<file path="src/lba_pkg.sv">
/*
  Shared constants for the level-two memory bandwidth arbiter:
  register offsets, field positions, reset values and widths.
  Assumes a 32-bit AXI4-Lite register bus and one 50 MHz clock.
*/
`default_nettype none

package lba_pkg;

  ////////////////////////////////////////////////////////////////////////////
  // Widths
  localparam int PRIO_W   = 3;
  localparam int WAIT_W   = 8;
  localparam int ADDR_W   = 5;
  localparam int NUM_REQ  = 4;

  // Requestor index inside the grant vector
  localparam int REQ_GCOH = 0;
  localparam int REQ_CPU  = 1;
  localparam int REQ_DMA  = 2;
  localparam int REQ_UCOH = 3;

  ////////////////////////////////////////////////////////////////////////////
  // Register byte offsets
  localparam logic [ADDR_W-1:0] OFS_CPU_PRIO  = 5'h00;
  localparam logic [ADDR_W-1:0] OFS_INTERNAL_DMA_ENGINE_PRIO = 5'h04;
  localparam logic [ADDR_W-1:0] OFS_THRESH    = 5'h08;
  localparam logic [ADDR_W-1:0] OFS_STATUS    = 5'h0C;

  // Register select codes from the address decode
  localparam logic [1:0] SEL_CPU_PRIO  = 2'h0;
  localparam logic [1:0] SEL_INTERNAL_DMA_ENGINE_PRIO = 2'h1;
  localparam logic [1:0] SEL_THRESH    = 2'h2;
  localparam logic [1:0] SEL_STATUS    = 2'h3;

  ////////////////////////////////////////////////////////////////////////////
  // Reset values; a zero threshold field selects the default
  localparam logic [PRIO_W-1:0] RST_CPU_PRIO   = 3'h1;
  localparam logic [PRIO_W-1:0] RST_INTERNAL_DMA_ENGINE_PRIO  = 3'h4;
  localparam logic [WAIT_W-1:0] RST_THRESH     = 8'h00;
  localparam logic [WAIT_W-1:0] THRESH_DEFAULT = 8'h10;

  // Field positions
  localparam int THR_EFF_LSB    = 8;
  localparam int STAT_DMA_LSB   = 0;
  localparam int STAT_CPU_LSB   = 8;
  localparam int STAT_UCOH_LSB  = 16;
  localparam int STAT_GNT_LSB   = 24;
  localparam int STAT_ALT_BIT   = 28;

  // AXI responses
  localparam logic [1:0] RESP_OKAY   = 2'h0;
  localparam logic [1:0] RESP_SLVERR = 2'h2;

endpackage : lba_pkg

`default_nettype wire

</file>
<file path="src/lba_starve_cnt.sv">
/*
  Saturating lost-arbitration counter for one requestor.
  Assumes inc and clr come from logic on the same clock.
*/
`timescale 1ns/10ps
`default_nettype none

module lba_starve_cnt
  import lba_pkg::*;
(
  // Clock and reset
  input  wire logic              clk,
  input  wire logic              arst_n,
  // Control
  input  wire logic              inc,
  input  wire logic              clr,
  input  wire logic [WAIT_W-1:0] thresh,
  // State
  output logic      [WAIT_W-1:0] count,
  output logic                   starved
);

  logic [WAIT_W-1:0] count_r;
  logic [WAIT_W-1:0] count_nxt;

  // Holds at the threshold; a lowered threshold still counts as reached
  assign starved = (count_r >= thresh);
  assign count   = count_r;

  // Grant clears first, so tracking restarts after every win
  assign count_nxt = clr ? '0 :
                     (inc && !starved) ? WAIT_W'(count_r + 1'b1) : count_r;

  always_ff @(posedge clk or negedge arst_n) begin
    if (!arst_n) begin
      count_r <= '0;
    end else begin
      count_r <= count_nxt;
    end
  end
endmodule : lba_starve_cnt

`default_nettype wire

</file>
<file path="src/lba_arbiter.sv">
/*
  Level-two memory bandwidth arbiter with its AXI4-Lite register slave.
  Grants one of global coherence, processor, DMA and user coherence
  each cycle. Requests come from logic on REF_CLK and need no sync.
*/
`timescale 1ns/10ps
`default_nettype none

// Behaviour
// Four requestors: processor, DMA (slave and internal), user and global coherence.
// Global coherence always wins; user coherence ranks last unless its counter has reached the threshold.
// Processor versus DMA: numerically higher command priority wins the cycle.
// Each requestor counts lost cycles; reaching the threshold forces its win. Here DMA counts only cycles lost to the processor.
// Threshold comes from software setting, or the default when left zero.
// Slave DMA priority arrives with the command; internal DMA uses a register.
// Processor priority is held in a software-written register.
// DMA counter advances each cycle a processor access blocks DMA.
// DMA counter saturates at threshold and DMA then beats the processor.
// Equal priorities alternate grants between processor and DMA.
// Software should set processor priority below DMA priority.
// DMA counter clears to zero whenever DMA is granted.
module lba_arbiter
  import lba_pkg::*;
(
  // Clock and reset
  input  wire logic              REF_CLK,
  input  wire logic              ARST_N,
  // Requestors
  input  wire logic              GCOH_REQ,
  input  wire logic              CPU_REQ,
  input  wire logic              SLAVE_DMA_PORT_REQ,
  input  wire logic [PRIO_W-1:0] SLAVE_DMA_PORT_PRIO,
  input  wire logic              INTERNAL_DMA_ENGINE_REQ,
  input  wire logic              UCOH_REQ,
  // Grants
  output logic                   GCOH_GNT,
  output logic                   CPU_GNT,
  output logic                   SLAVE_DMA_PORT_GNT,
  output logic                   INTERNAL_DMA_ENGINE_GNT,
  output logic                   UCOH_GNT,
  // AXI4-Lite write
  input  wire logic [ADDR_W-1:0] S_AXI_AWADDR,
  input  wire logic              S_AXI_AWVALID,
  output logic                   S_AXI_AWREADY,
  input  wire logic [31:0]       S_AXI_WDATA,
  input  wire logic [3:0]        S_AXI_WSTRB,
  input  wire logic              S_AXI_WVALID,
  output logic                   S_AXI_WREADY,
  output logic [1:0]             S_AXI_BRESP,
  output logic                   S_AXI_BVALID,
  input  wire logic              S_AXI_BREADY,
  // AXI4-Lite read
  input  wire logic [ADDR_W-1:0] S_AXI_ARADDR,
  input  wire logic              S_AXI_ARVALID,
  output logic                   S_AXI_ARREADY,
  output logic [31:0]            S_AXI_RDATA,
  output logic [1:0]             S_AXI_RRESP,
  output logic                   S_AXI_RVALID,
  input  wire logic              S_AXI_RREADY
);

  ////////////////////////////////////////////////////////////////////////////
  // Address decode, shared by read and write: {hit, select}
  function automatic logic [2:0] lba_decode(input logic [ADDR_W-1:0] addr);
    logic [2:0] res;
    unique case (addr)
      OFS_CPU_PRIO:  res = {1'b1, SEL_CPU_PRIO};
      OFS_INTERNAL_DMA_ENGINE_PRIO: res = {1'b1, SEL_INTERNAL_DMA_ENGINE_PRIO};
      OFS_THRESH:    res = {1'b1, SEL_THRESH};
      OFS_STATUS:    res = {1'b1, SEL_STATUS};
      default:       res = 3'h0;
    endcase
    return res;
  endfunction : lba_decode

  ////////////////////////////////////////////////////////////////////////////
  // Declarations
  logic [PRIO_W-1:0]  cpu_prio_r;
  logic [PRIO_W-1:0]  internal_dma_engine_prio_r;
  logic [WAIT_W-1:0]  thr_r;
  logic [NUM_REQ-1:0] gnt_r;
  logic               alt_r;
  logic               alt_nxt;
  logic               aw_held_r;
  logic [ADDR_W-1:0]  awaddr_r;
  logic               w_held_r;
  logic [31:0]        wdata_r;
  logic               wstrb0_r;
  logic               bvalid_r;
  logic [1:0]         bresp_r;
  logic               rvalid_r;
  logic [31:0]        rdata_r;
  logic [1:0]         rresp_r;
  logic [2:0]         wr_dec;
  logic [2:0]         rd_dec;
  logic               do_write;
  logic               wr_lane0;
  logic               rd_take;
  logic [31:0]        rd_mux;
  logic [WAIT_W-1:0]  thresh_eff;
  logic               dma_req;
  logic [PRIO_W-1:0]  dma_prio;
  logic               contest;
  logic               prio_eq;
  logic               ucoh_force;
  logic               tie_win;
  logic [NUM_REQ-1:0] gnt;
  logic [NUM_REQ-1:0] cnt_inc;
  logic [NUM_REQ-1:0] cnt_clr;
  logic [NUM_REQ-1:0] starved;
  logic [WAIT_W-1:0]  cnt [NUM_REQ];
  ////////////////////////////////////////////////////////////////////////////
  // Threshold and DMA priority source
  assign thresh_eff = (thr_r == '0) ? THRESH_DEFAULT : thr_r;
  assign dma_req    = SLAVE_DMA_PORT_REQ | INTERNAL_DMA_ENGINE_REQ;
  // Slave DMA takes the DMA slot first; internal DMA fills idle slots
  assign dma_prio   = SLAVE_DMA_PORT_REQ ? SLAVE_DMA_PORT_PRIO : internal_dma_engine_prio_r;
  // Contest terms between processor and DMA
  assign contest    = CPU_REQ && dma_req;
  assign prio_eq    = (dma_prio == cpu_prio_r);
  assign ucoh_force = UCOH_REQ && starved[REQ_UCOH];
  assign tie_win    = contest && prio_eq && !GCOH_REQ && !ucoh_force
                      && !starved[REQ_DMA] && !starved[REQ_CPU];

  ////////////////////////////////////////////////////////////////////////////
  // Grant selection, global first, starved next, then priority
  always_comb begin
    gnt = '0;
    if (GCOH_REQ) begin
      gnt[REQ_GCOH] = 1'b1;
    end else if (ucoh_force) begin
      gnt[REQ_UCOH] = 1'b1;
    end else if (contest) begin
      if (starved[REQ_DMA]) begin
        gnt[REQ_DMA] = 1'b1;
      end else if (starved[REQ_CPU]) begin
        gnt[REQ_CPU] = 1'b1;
      end else if (dma_prio > cpu_prio_r) begin
        gnt[REQ_DMA] = 1'b1;
      end else if (dma_prio < cpu_prio_r) begin
        gnt[REQ_CPU] = 1'b1;
      end else if (alt_r) begin
        gnt[REQ_DMA] = 1'b1;
      end else begin
        gnt[REQ_CPU] = 1'b1;
      end
    end else if (CPU_REQ) begin
      gnt[REQ_CPU] = 1'b1;
    end else if (dma_req) begin
      gnt[REQ_DMA] = 1'b1;
    end else if (UCOH_REQ) begin
      gnt[REQ_UCOH] = 1'b1;
    end
  end

  // Grant fan-out to the ports
  assign GCOH_GNT = gnt[REQ_GCOH];
  assign CPU_GNT  = gnt[REQ_CPU];
  assign SLAVE_DMA_PORT_GNT = gnt[REQ_DMA] && SLAVE_DMA_PORT_REQ;
  assign INTERNAL_DMA_ENGINE_GNT = gnt[REQ_DMA] && !SLAVE_DMA_PORT_REQ;
  assign UCOH_GNT = gnt[REQ_UCOH];
  // Alternation flips only when the tie itself decided the slot
  assign alt_nxt = tie_win ? !alt_r : alt_r;
  ////////////////////////////////////////////////////////////////////////////
  // Lost-cycle counters; DMA counts only cycles lost to the processor
  assign cnt_inc[REQ_GCOH] = 1'b0;
  assign cnt_inc[REQ_CPU]  = CPU_REQ && !gnt[REQ_CPU];
  assign cnt_inc[REQ_DMA]  = dma_req && gnt[REQ_CPU];
  assign cnt_inc[REQ_UCOH] = UCOH_REQ && !gnt[REQ_UCOH];
  assign cnt_clr           = gnt;

  genvar gi;
  generate
    for (gi = 0; gi < NUM_REQ; gi++) begin : g_cnt
      lba_starve_cnt u_cnt (
        .clk     (REF_CLK),
        .arst_n  (ARST_N),
        .inc     (cnt_inc[gi]),
        .clr     (cnt_clr[gi]),
        .thresh  (thresh_eff),
        .count   (cnt[gi]),
        .starved (starved[gi])
      );
    end
  endgenerate

  // Arbiter history for status
  always_ff @(posedge REF_CLK or negedge ARST_N) begin
    if (!ARST_N) begin
      alt_r <= 1'b0;
      gnt_r <= '0;
    end else begin
      alt_r <= alt_nxt;
      gnt_r <= gnt;
    end
  end

  ////////////////////////////////////////////////////////////////////////////
  // AXI write: address and data latched separately, either order
  assign S_AXI_AWREADY = !aw_held_r && !bvalid_r;
  assign S_AXI_WREADY  = !w_held_r && !bvalid_r;
  assign do_write      = aw_held_r && w_held_r && !bvalid_r;
  assign wr_dec        = lba_decode(awaddr_r);
  // Registers sit in byte lane 0; other lanes carry nothing
  assign wr_lane0      = do_write && wr_dec[2] && wstrb0_r;
  always_ff @(posedge REF_CLK or negedge ARST_N) begin
    if (!ARST_N) begin
      aw_held_r <= 1'b0;
      awaddr_r  <= '0;
    end else if (S_AXI_AWVALID && S_AXI_AWREADY) begin
      aw_held_r <= 1'b1;
      awaddr_r  <= S_AXI_AWADDR;
    end else if (do_write) begin
      aw_held_r <= 1'b0;
    end
  end

  always_ff @(posedge REF_CLK or negedge ARST_N) begin
    if (!ARST_N) begin
      w_held_r <= 1'b0;
      wdata_r  <= '0;
      wstrb0_r <= 1'b0;
    end else if (S_AXI_WVALID && S_AXI_WREADY) begin
      w_held_r <= 1'b1;
      wdata_r  <= S_AXI_WDATA;
      wstrb0_r <= S_AXI_WSTRB[0];
    end else if (do_write) begin
      w_held_r <= 1'b0;
    end
  end

  // Write response; unmapped addresses answer SLVERR
  always_ff @(posedge REF_CLK or negedge ARST_N) begin
    if (!ARST_N) begin
      bvalid_r <= 1'b0;
      bresp_r  <= RESP_OKAY;
    end else if (do_write) begin
      bvalid_r <= 1'b1;
      bresp_r  <= wr_dec[2] ? RESP_OKAY : RESP_SLVERR;
    end else if (S_AXI_BREADY) begin
      bvalid_r <= 1'b0;
    end
  end
  assign S_AXI_BVALID = bvalid_r;
  assign S_AXI_BRESP  = bresp_r;
  // Software-owned settings; status writes are dropped
  always_ff @(posedge REF_CLK or negedge ARST_N) begin
    if (!ARST_N) begin
      cpu_prio_r  <= RST_CPU_PRIO;
      internal_dma_engine_prio_r <= RST_INTERNAL_DMA_ENGINE_PRIO;
      thr_r       <= RST_THRESH;
    end else if (wr_lane0) begin
      if (wr_dec[1:0] == SEL_CPU_PRIO) begin
        cpu_prio_r <= wdata_r[PRIO_W-1:0];
      end
      if (wr_dec[1:0] == SEL_INTERNAL_DMA_ENGINE_PRIO) begin
        internal_dma_engine_prio_r <= wdata_r[PRIO_W-1:0];
      end
      if (wr_dec[1:0] == SEL_THRESH) begin
        thr_r <= wdata_r[WAIT_W-1:0];
      end
    end
  end

  ////////////////////////////////////////////////////////////////////////////
  // AXI read: one outstanding read, data one cycle after the address
  assign S_AXI_ARREADY = !rvalid_r;
  assign rd_take       = S_AXI_ARVALID && !rvalid_r;
  assign rd_dec        = lba_decode(S_AXI_ARADDR);
  // Read mux; status shows live counters and the last grant
  always_comb begin
    rd_mux = '0;
    unique case (rd_dec[1:0])
      SEL_CPU_PRIO:  rd_mux[PRIO_W-1:0] = cpu_prio_r;
      SEL_INTERNAL_DMA_ENGINE_PRIO: rd_mux[PRIO_W-1:0] = internal_dma_engine_prio_r;
      SEL_THRESH: begin
        rd_mux[WAIT_W-1:0]                      = thr_r;
        rd_mux[THR_EFF_LSB +: WAIT_W]           = thresh_eff;
      end
      SEL_STATUS: begin
        rd_mux[STAT_DMA_LSB +: WAIT_W]          = cnt[REQ_DMA];
        rd_mux[STAT_CPU_LSB +: WAIT_W]          = cnt[REQ_CPU];
        rd_mux[STAT_UCOH_LSB +: WAIT_W]         = cnt[REQ_UCOH];
        rd_mux[STAT_GNT_LSB +: NUM_REQ]         = gnt_r;
        rd_mux[STAT_ALT_BIT]                    = alt_r;
      end
    endcase
    if (!rd_dec[2]) begin
      rd_mux = '0;
    end
  end

  always_ff @(posedge REF_CLK or negedge ARST_N) begin
    if (!ARST_N) begin
      rvalid_r <= 1'b0;
      rdata_r  <= '0;
      rresp_r  <= RESP_OKAY;
    end else if (rd_take) begin
      rvalid_r <= 1'b1;
      rdata_r  <= rd_mux;
      rresp_r  <= rd_dec[2] ? RESP_OKAY : RESP_SLVERR;
    end else if (S_AXI_RREADY) begin
      rvalid_r <= 1'b0;
    end
  end

  assign S_AXI_RVALID = rvalid_r;
  assign S_AXI_RDATA  = rdata_r;
  assign S_AXI_RRESP  = rresp_r;
endmodule : lba_arbiter

`default_nettype wire

</file>
<file path="config.mk">
export PLATFORM = sky130hd
export DESIGN_NAME = lba_arbiter
export DESIGN_NICKNAME = d
export VERILOG_FILES = /design/src/lba_pkg.sv /design/src/lba_starve_cnt.sv /design/src/lba_arbiter.sv
export SDC_FILE = /design/constraint.sdc
export NUM_CORES = 1
export LEC_CHECK = 0
export BUFFER_PORTS_ARGS = -buffer_cell sky130_fd_sc_hd__buf_2
export CELL_PAD_IN_SITES_DETAIL_PLACEMENT = 1
export CELL_PAD_IN_SITES_GLOBAL_PLACEMENT = 1
export CORE_ASPECT_RATIO = 1.25
export CORE_UTILIZATION = 38
export CTS_CLUSTER_DIAMETER = 120
export DETAILED_ROUTE_END_ITERATION = 6
export PLACE_DENSITY = 0.75
export SLEW_MARGIN = 10
export SYNTH_ARGS = -nofsm -noshare
export SYNTH_HDL_FRONTEND = slang
export SYNTH_SLANG_ARGS = --single-unit
export TNS_END_PERCENT = 5
</file>
<file path="constraint.sdc">
create_clock -name REF_CLK -period 2.7 [get_ports REF_CLK]
set_input_delay 0.135 -clock REF_CLK [delete_from_list [all_inputs] [get_ports REF_CLK]]
set_output_delay 0.135 -clock REF_CLK [all_outputs]
set_load 0.05 [all_outputs]
</file>
==> impl_metrics.ini, run 1 <==
[run_status]
run_status = complete, but fails checks
violations = setup timing

[clock_tree]
cts_tree = built
clock_path_buffers = 2
root_buffer = clkbuf_16
cts_sinks = 92
cts_buffers = 9
htree_levels = 3
clk-insertion-delay-late_ns = 0.35
clkTransAtPathRegs_ns = 0.06

[setup_path]
path_class = register to output pin
cp_common_cell = buf_4
startpoint_type = register
cp.required_ns = 2.57
critical_path_arrival_ns = 2.95
r2r_start = thr_r[7]$_DFFE_PN0P_
cp_slowest_cell = dfrtp_1
crit_family = simple AND/OR/NAND/NOR gates
critical_path.max_stage_delay_ns = 0.39
crit_path_end_kind = output pin
critPathBufInv = 3
path_max_fanout = 3
worstSetupStartpoint = thr_r[7]$_DFFE_PN0P_
path_cells = nor4_2, a41oi_2, ha_1, buf_4, and3_1, a21oi_2, nand3b_1, a211oi_2, buf_4, nor2b_4, buf_8

[synth]
synth_edf_count = 0
ys_warn_count = 0
synthArstFlopShare_pct = 100
synth_area_sq_um = 4960
ys_seq_elements = 92
ys_types = 58
yosysSeqAreaShare_pct = 46.5
synthCells = 487
ys.flop_type = dfrtp_1
syn_area_per_cell_sq_um = 10.2

[timing]
fin_skew_ns = 0.00814
slew_viol_final = 0
finalCriticalPeriod_ns = 3.09
tightest_slew_ns = 0.960
rsz0062_at_grt = true
setup_viol = 12
fmax_ghz = 0.324
hold_ws_ns = 0.0136
slew_headroom_pct = 35.8
hold_viol = 0
setup_ws_ns = -0.389
finalCritPeriodShare_pct = 114

[routing]
drc_errors = 0
routed_wl_um = 13900
viasPerCell = 5.43
wl_per_cell_um = 18.2
ant_nets = 0
drt_pass1_iterations = 4
drt_iter0_drc = 161
route.vias.total = 4136

[power]
pwr-share-seq_pct = 35.4
p_sw_share_pct = 38.7
irDropWorstVdd_mv = 0.515
power_frac_clock_pct = 22.8
power_density_nw_per_um2 = 885
p_comb_share_pct = 41.8
cell_internal_pwr_uw = 3330
switching_power_uw = 2100
p_total_uw = 5440
leakagePower_uw = 0.00288

[layout]
final_common_cell = dfrtp_1
drive_above_1_share_pct = 32.5
antenna_cells = 0
nets = 679
final_cell_mix = dfrtp_1 (90), buf_2 (69), nand2_1 (57)
synthToLayoutAreaGrowth_pct = 23.8

[global_routing]
grt_pass1_vias = 4505
grt_util_all_layers_pct = 21.6
grt_pass1_wl_um = 22700
antenna_found_initial = 0
grt_max_degree = 75
overflow = 0

[flow_run]
maxCapViolations = 0

[floorplanning]
die-area_sq_um = 13500
die_h_um = 130
start_util_pct = 39.0
dieWidth_um = 104
core_area_sq_um = 12700
rows = 46
ios = 107

[min_path]
hp-class = input port to register
min-delay-start = GCOH_REQ

[place]
gp_congestion = 0.882
hpwlAfterDp_um = 10300
portBuffers = 74
-- cells in the mapped netlist, drive strengths merged (2+ instances only) --
cell,instances,area share (%)
a211oi,2,0.30
a21o,5,0.76
a21oi,31,3.3
a22oi,12,1.8
and2,8,1.0
and3,11,1.4
and4,2,0.35
buf,12,1.8
clkbuf,17,1.3
dfrtp,90,45
dfstp,2,1.1
ha,30,7.6
inv,16,1.2
mux2,31,7.0
mux2i,5,1.0
nand2,58,4.4
nand2b,4,0.66
nand3,3,0.30
nand3b,2,0.30
nand4,11,1.4
nor2,12,1.0
nor2b,3,0.38
nor3,9,0.91
nor3b,2,0.40
nor4,5,0.93
o211a,2,0.40
o211ai,2,0.40
o21a,4,0.61
o21ai,52,5.2
o31ai,8,1.2
or2,3,0.38
or3,5,0.63
or4,6,1.1
xnor2,6,1.1
xor2,4,0.71
-- worst register-to-register path: stages, from the launching register on --
cell and delay, ns:
dfrtp_1 0.39, nor4_2 0.31, a41oi_2 0.22, buf_4 0.19
ha_1 0.18, and4_4 0.19, nor4_4 0.17, o211ai_2 0.30
or4_1 0.59, a21oi_1 0.19
-- area by class of cell --
class,instances,area [sq um]
multi-input combinational,354,2540
clock buffer,12,267
timing repair buffer,115,724
tap,168,210
fill,1470,6580
sequential,92,2300
inverter,16,60.1
clock inverter,4,31.3
-- per-layer routing --
| metal | wire length, um | GRT usage [%] |
|---|---|---|
| met5 | 0 | 0 |
| met4 | 367 | 9.75 |
| met3 | 467 | 3.60 |
| met2 | 7320 | 40.3 |
| met1 | 5700 | 24.5 |
-- path summary, 6_finish.rpt --
kind	slack, ns	to	cells past startpoint
max in group asynchronous	1.48	S_AXI_RDATA[27]$_DFFE_PN0P_	3
worst min-delay path	0.01	gnt_r[0]$_DFF_PN0_	1
worst max-delay path	-0.39	INTERNAL_DMA_ENGINE_GNT	11
worst min register to register	0.48	S_AXI_RDATA[11]$_DFFE_PN0P_	2
worst max register to register	-0.11	g_cnt[2].u_cnt.count[5]$_DFFE_PN0P_	9
min in group asynchronous	0.49	g_cnt[3].u_cnt.count[2]$_DFFE_PN0P_	2
-- registers in the layout (all words and copies together), names as in the netlist --
register	cells
aw_held_r	1
S_AXI_RVALID	1
g_cnt.u_cnt.count	24
awaddr_r	5
alt_r	1
gnt_r	4
thr_r	8
internal_dma_engine_prio_r	3
S_AXI_RDATA	29
S_AXI_BRESP	1
wdata_r	8
cpu_prio_r	3
wstrb0_r	1
S_AXI_RRESP	1
w_held_r	1
S_AXI_BVALID	1
-- cell families (layout without fill, tap and decap cells) --
kind of cell,Yosys count,count (layout),synth area share [%]
adder cells (fa/ha/maj),30,30,7.57
multiplexers,36,36,8.05
XOR/XNOR,10,10,1.77
flip-flops,92,92,46.5
AND/OR/NAND/NOR,147,147,16.0
AO/OA/AOI/OAI,126,126,15.8
buffers and inverters,45,147,4.31
other,1,5,0.0756
-- power groups by stage --
stage / logic, uW / registers [uW] / clock network (uW)
finish: 2270 / 1920 / 1240
global route: 2470 / 1960 / 1330
CTS: 2240 / 1920 / 1270
detailed placement: 2040 / 1950 / 0
global placement: 1950 / 1920 / 0
floorplan: 1330 / 1950 / 0
-- per-stage QoR --
stage | cell area (sq um) | setup WS, ns | util [%] | setup TNS [ns] | instances
floorplan | 4980 | -0.252 | - | -0.520 | 491
global placement | 5660 | -0.167 | 44.5 | -0.567 | 737
detailed placement | 5660 | -0.300 | 44.5 | -2.54 | 737
CTS | 6110 | -0.418 | 48.0 | -1.94 | 761
global route | 6140 | -0.491 | 48.3 | -3.50 | 761
finish | 6140 | -0.389 | 48.3 | -1.67 | 761
-- timing repair --
action                                  CTS  global route
endpoints found under the hold margin    72             0
hold buffers                              3             0
gates cloned                              0             0
endpoints found under the setup margin   19            25
pin swaps                                 7             6
buffers inserted                          5             0
resized for setup                        19            10
(Power assumes the default switching activity.)
==> inputs of run 2 (changes only) <==
- ABC_AREA: unset -> 1
- CORE_UTILIZATION: 38 -> 36
==> run 2 against run 1 <==
  * The flow still finishes with violations (setup timing)
  * Largest cell class unchanged
  * Critical path type unchanged
  * Via count grew 5.3%
  * Sequential power is 3% higher
  * Register-to-register slack better by 0.28 ns
  * Synthesized area up 0.93%
  * Critical path depth rose by 4
  * Clock-buffer cell count is 3 lower
  * Power up 15%
  * Wire length grew 2.7%
  * Cell area decreased by 0.81%
  * Cell count increased by 15%
  * Worst hold slack improved by 0.0052 ns
  * Die area increased by 6.4%
==> impl_metrics.ini, run 2 <==
[routing]
wl_per_cell_um = 16.2
viasPerCell = 4.97
drt_pass1_iterations = 5
drt_iter0_drc = 164
drc_errors = 0
route.vias.total = 4355
ant_nets = 0
routed_wl_um = 14200

[synth]
ys_types = 36
yosys-top-cells-count = nand2_1 (190), dfrtp_1 (90), inv_1 (77)
synthCells = 610
ys.flop_type = dfrtp_1
synthArstFlopShare_pct = 100
synth.most_common_cell = nand2_1
synth_area_sq_um = 5010
ys_top_cells_by_area = dfrtp_1 (45%), nand2_1 (14%), ha_1 (7.5%), inv_1 (5.8%), xor2_1 (3.3%)
synthDominantCellAreaShare_pct = 45.0
syn_area_per_cell_sq_um = 8.21
ys_seq_elements = 92
synth_edf_count = 0
yosys.area.top_type = dfrtp_1
yosysSeqAreaShare_pct = 46.0
ys_warn_count = 0

[place]
pre_cts_ws_ns = 0.186
gp_congestion = 0.857
hpwlAfterDp_um = 10600
numPlacedInstances = 851
portBuffers = 74

[global_routing]
grt_pass1_vias = 4626
grt_pass1_wl_um = 23000
overflow = 0
grtUsageMet3_pct = 3.21
antenna_found_initial = 0
grt_max_degree = 48
met1_usage_pct = 23.8
met2_usage_pct = 37.2
grt_util_all_layers_pct = 20.5
top_usage_layer = met2

[timing]
hold_ws_ns = 0.0188
fin_skew_ns = 0.00808
tightest_slew_ns = 0.684
setup_ws_ns = -0.105
slew_viol_final = 0
finalCritPeriodShare_pct = 104
setup-tns-final_ns = -0.298
hold_viol = 0
slew_headroom_pct = 54.4
finalCriticalPeriod_ns = 2.81
rsz0062_at_grt = true
fmax_ghz = 0.357
setup_viol = 4

[power]
irDropWorstVdd_mv = 0.447
p_comb_share_pct = 46.2
switching_power_uw = 2760
leakagePower_uw = 0.00330
cell_internal_pwr_uw = 3500
p_sw_share_pct = 44.1
p_total_uw = 6260
pwr-share-seq_pct = 31.4
power_density_nw_per_um2 = 1030
power_frac_clock_pct = 22.4

[floorplanning]
die-area_sq_um = 14400
ios = 107
dieWidth_um = 107
start_util_pct = 37.3
core_area_sq_um = 13400
rows = 47
die_h_um = 134

[layout]
final_cell_mix = nand2_1 (185), dfrtp_1 (90), inv_1 (71)
drive_above_1_share_pct = 22.3
fin_cells = 876
largest_register_ffs = 29
antenna_cells = 0
final_common_cell = nand2_1
nets = 791
synthToLayoutAreaGrowth_pct = 21.7

[setup_path]
crit_family = simple AND/OR/NAND/NOR gates
critical_path_arrival_ns = 2.67
startpoint_type = register
crit_path_end_kind = output pin
path_cells = inv_2, nand4_1, nor4_2, nor2_2, ha_2, nand2_1, nor2_1, nand2_1, nand3_2, nand2_2, nand2_2, nor2_4, nand2_4, nor2_4, buf_6
rr_worst_depth = 16
path_max_fanout = 4
critPathBufInv = 2
critical_path.max_stage_delay_ns = 0.39
path_class = register to output pin
cp_slowest_cell = dfrtp_1
crit_cells = 15
cp.required_ns = 2.57

[clock_tree]
clock_path_buffers = 2
cts_buffers = 9
cts_sinks = 92
cts_tree = built
root_buffer = clkbuf_16
clk-insertion-delay-late_ns = 0.35
htree_levels = 3
clkTransAtPathRegs_ns = 0.07

[min_path]
hp-class = input port to register
hold_depth = 2

[run_status]
run_status = complete, but fails checks
violations = setup timing

[flow_run]
maxCapViolations = 0
-- run 2: changes by cell type in the layout (fill, tap and decap cells not counted), moves of 11 or more --
cell	delta
a22oi_1	-12
and3_1	-11
buf_4	-22
inv_1	+55
mux2_2	-28
nand2_1	+128
nand3_1	+20
nor2_1	+21
o21ai_0	-22
xor2_1	+15
-- run 2: final cells by class --
cell class | count | area [sq um]
Fill cell | 1653 | 7320
Multi-Input combinational cell | 422 | 2370
Sequential cell | 92 | 2300
Timing Repair Buffer | 93 | 568
Inverter | 82 | 310
Clock buffer | 9 | 225
Tap cell | 171 | 214
Clock inverter | 7 | 98.8
-- run 2: power by group through the flow --
stage / registers [uW] / clock network (uW) / logic, uW
after floorplan: 2010 / 0 / 1760
after detailed placement: 1990 / 0 / 2620
final: 1970 / 1400 / 2890
after global placement: 1960 / 0 / 2470
after global routing: 2010 / 1470 / 3220
after CTS: 1970 / 1420 / 2710
-- run 2: routing by layer --
metal	up-vias	share of wire, %
li1	2124	-
met4	0	2.6
met5	-	0
met1	2122	41
met2	83	53
met3	26	3.4
-- run 2: kinds of logic after synthesis --
group	after synthesis	synth area share (%)
fa+ha+maj	30	7.50
buf+inv	100	8.12
simple gates	280	23.8
flops	92	46.0
mux	4	0.875
xor+xnor	19	3.32
compound gates	84	10.3
other cells	1	0.0749
-- run 2: per-stage QoR --
step	util [%]	cell area (sq um)
after floorplan	-	5020
after global placement	41.8	5600
after detailed placement	41.8	5600
after CTS	44.7	5990
after global routing	45.4	6090
final	45.4	6090
-- run 2: repair_timing --
action,in CTS,in global routing
hold endpoints to repair,48,0
resized for setup,12,22
endpoints found under the setup margin,4,4
pin swaps,1,11
buffers inserted,0,6
hold buffers,3,0
-- run 2: path summary, 6_finish.rpt --
kind,to,slack (ns),startpoint
worst max-delay path,SLAVE_DMA_PORT_GNT,-0.11,thr_r[7]$_DFFE_PN0P_
worst min-delay path,awaddr_r[4]$_DFFE_PN0P_,0.02,S_AXI_AWADDR[4]
worst max register to register,g_cnt[2].u_cnt.count[7]$_DFFE_PN0P_,0.17,thr_r[7]$_DFFE_PN0P_
worst min register to register,S_AXI_RDATA[16]$_DFFE_PN0P_,0.48,S_AXI_RDATA[16]$_DFFE_PN0P_
max in group asynchronous,internal_dma_engine_prio_r[2]$_DFFE_PN1P_,1.63,ARST_N
min in group asynchronous,S_AXI_RDATA[18]$_DFFE_PN0P_,0.33,ARST_N
==> inputs of run 3 (changes only) <==
- ABC_CLOCK_PERIOD_IN_PS: unset -> 2700
- CTS_CLUSTER_SIZE: unset -> 24
- GPL_TIMING_DRIVEN: unset -> 0
==> run 3 against run 2 <==
  * The flow still finishes with violations (setup timing)
  * Setup slack got worse by 0.027 ns
  * Wire length rose by 1.2%
  * Register-to-register slack barely moved
  * Global-route usage up 0.48 points
  * Combinational power is essentially flat
  * Power decreased by 2.5%
  * Clock power is 14% lower
  * Sequential share of layout area decreased by 0.28 points
  * Worst hold slack improved by 0.0027 ns
  * Clock skew is essentially flat
  * Fmax is 0.94% lower
  * Utilization increased by 0.34 points
  * Largest power group unchanged
==> impl_metrics.ini, run 3 (same netlist as run 2, synthesis figures left out) <==
[floorplanning]
die_h_um = 134
start_util_pct = 37.3
rows = 47
dieWidth_um = 107
core_area_sq_um = 13400
ios = 107
die-area_sq_um = 14400

[routing]
drt_iter0_drc = 144
wl_per_cell_um = 16.1
ant_nets = 0
route.vias.total = 4481
viasPerCell = 5.02
routed_wl_um = 14400
drc_errors = 0
drt_pass1_iterations = 4

[clock_tree]
clkTransAtPathRegs_ns = 0.07
root_buffer = clkbuf_16
htree_levels = 3
clock_path_buffers = 2
cts_sinks = 92
cts_tree = built
cts_buffers = 9
clk-insertion-delay-late_ns = 0.34

[run_status]
run_status = complete, but fails checks
violations = setup timing

[layout]
fillers = 1650
largest_register_ffs = 29
final_common_cell = nand2_1
final_cell_mix = nand2_1 (186), dfrtp_1 (90), inv_1 (71)
multi_input_area_sq_um = 2360
nets = 807
antenna_cells = 0
drive_above_1_share_pct = 21.6
final_area_sq_um = 6140
fin_cells = 892
synthToLayoutAreaGrowth_pct = 22.6
seqCellArea_sq_um = 2300

[power]
power_density_nw_per_um2 = 995
cell_internal_pwr_uw = 3350
p_comb_share_pct = 47.6
p_sw_share_pct = 45.2
power_frac_clock_pct = 19.8
pwr-share-seq_pct = 32.6
irDropWorstVdd_mv = 0.573
p_total_uw = 6110
switching_power_uw = 2760
leakagePower_uw = 0.00333

[setup_path]
cp_slowest_cell = dfrtp_1
crit_path_end_kind = output pin
critPathBufInv = 2
rr_endpoint = g_cnt[2].u_cnt.count[6]$_DFFE_PN0P_
path_class = register to output pin
r2r_start = thr_r[3]$_DFFE_PN0P_
cp.required_ns = 2.57
rr_worst_depth = 16
startpoint_type = register
path_cells = inv_4, nand4_1, nor4_2, nor2_2, ha_1, nand2_1, nor2_2, nand2_1, nand3_2, nand2_2, nand2_2, nor2_4, nand2_4, nor2_4, buf_8
crit_family = simple AND/OR/NAND/NOR gates
critical_path_arrival_ns = 2.70
r2r_slack_ns = 0.17
path_max_fanout = 4
critical_path.max_stage_delay_ns = 0.41

[timing]
setup_viol = 4
fmax_ghz = 0.353
rsz0062_at_grt = true
tightest_slew_ns = 0.596
slew_headroom_pct = 60.3
slew_viol_final = 0
fin_skew_ns = 0.00829
setup-tns-final_ns = -0.379
finalCriticalPeriod_ns = 2.83
setup_ws_ns = -0.132
finalCritPeriodShare_pct = 105
hold_ws_ns = 0.0215
hold_viol = 0

[global_routing]
antenna_found_initial = 0
grt_pass1_wl_um = 23400
overflow = 0
grt_pass1_vias = 4667
grt_max_degree = 50
grt_util_all_layers_pct = 21.0

[min_path]
hold_depth = 2
hp-class = input port to register
min-delay-start = S_AXI_AWADDR[4]
hold_path_end = awaddr_r[4]$_DFFE_PN0P_

[place]
numPlacedInstances = 860
gp_congestion = 0.803
post_dp_cell_area_sq_um = 5640
portBuffers = 74
hpwlAfterDp_um = 10700

[flow_run]
maxCapViolations = 0
[run 3: power by group through the flow]
stage	sequential, uW	combinational, uW	clock [uW]
after CTS	1990	2720	1230
after global routing	2030	3230	1290
after detailed placement	1990	2560	0
final	1990	2910	1210
after floorplan	2010	1760	0
after global placement	1970	2410	0
[run 3: final cells by class]
type                       count  share of cell area [%]
clock inverter                 4                   0.530
sequential                    92                    37.6
buffer                        18                    1.61
multi-input combinational    422                    38.4
inverter                      82                    5.22
timing repair buffer          91                    9.17
clock buffer                  12                    4.02
tap                          171                    3.49
[run 3: repair_timing]
action,CTS,global route
endpoints found under the hold margin,44,0
gates cloned,0,0
resized for setup,21,14
setup endpoints to repair,8,4
setup buffers,6,6
hold buffers,4,0
pin swaps,2,8
[run 3: metal layers]
| layer | vias to the layer above | part of all wire [%] | track usage (%) |
|---|---|---|---|
| met3 | 21 | 2.8 | 3.16 |
| met4 | 0 | 1.9 | 6.47 |
| li1 | 2162 | - | - |
| met2 | 78 | 53 | 38.8 |
| met5 | - | 0 | 0 |
| met1 | 2220 | 42 | 24.6 |
[run 3: through the flow]
step                      worst slack [ns]  utilization [%]
after detailed placement            -0.226             42.0
final                               -0.132             45.8
after global routing                -0.250             45.8
after floorplan                     0.0658                -
after global placement              -0.178             41.8
after CTS                          0.00312             45.1
[run 3: worst max-delay path by stage]
stage | startpoint | endpoint | slack, ns | depth (start not counted)
finish | thr_r[3]$_DFFE_PN0P_ | SLAVE_DMA_PORT_GNT | -0.13 | 15
global route | thr_r[5]$_DFFE_PN0P_ | CPU_GNT | -0.25 | 15
CTS | thr_r[6]$_DFFE_PN0P_ | SLAVE_DMA_PORT_GNT | 0.003 | 15
detailed placement | thr_r[7]$_DFFE_PN0P_ | CPU_GNT | -0.23 | 15
global placement | thr_r[7]$_DFFE_PN0P_ | CPU_GNT | -0.18 | 15
floorplan | thr_r[6]$_DFFE_PN0P_ | INTERNAL_DMA_ENGINE_GNT | 0.07 | 14
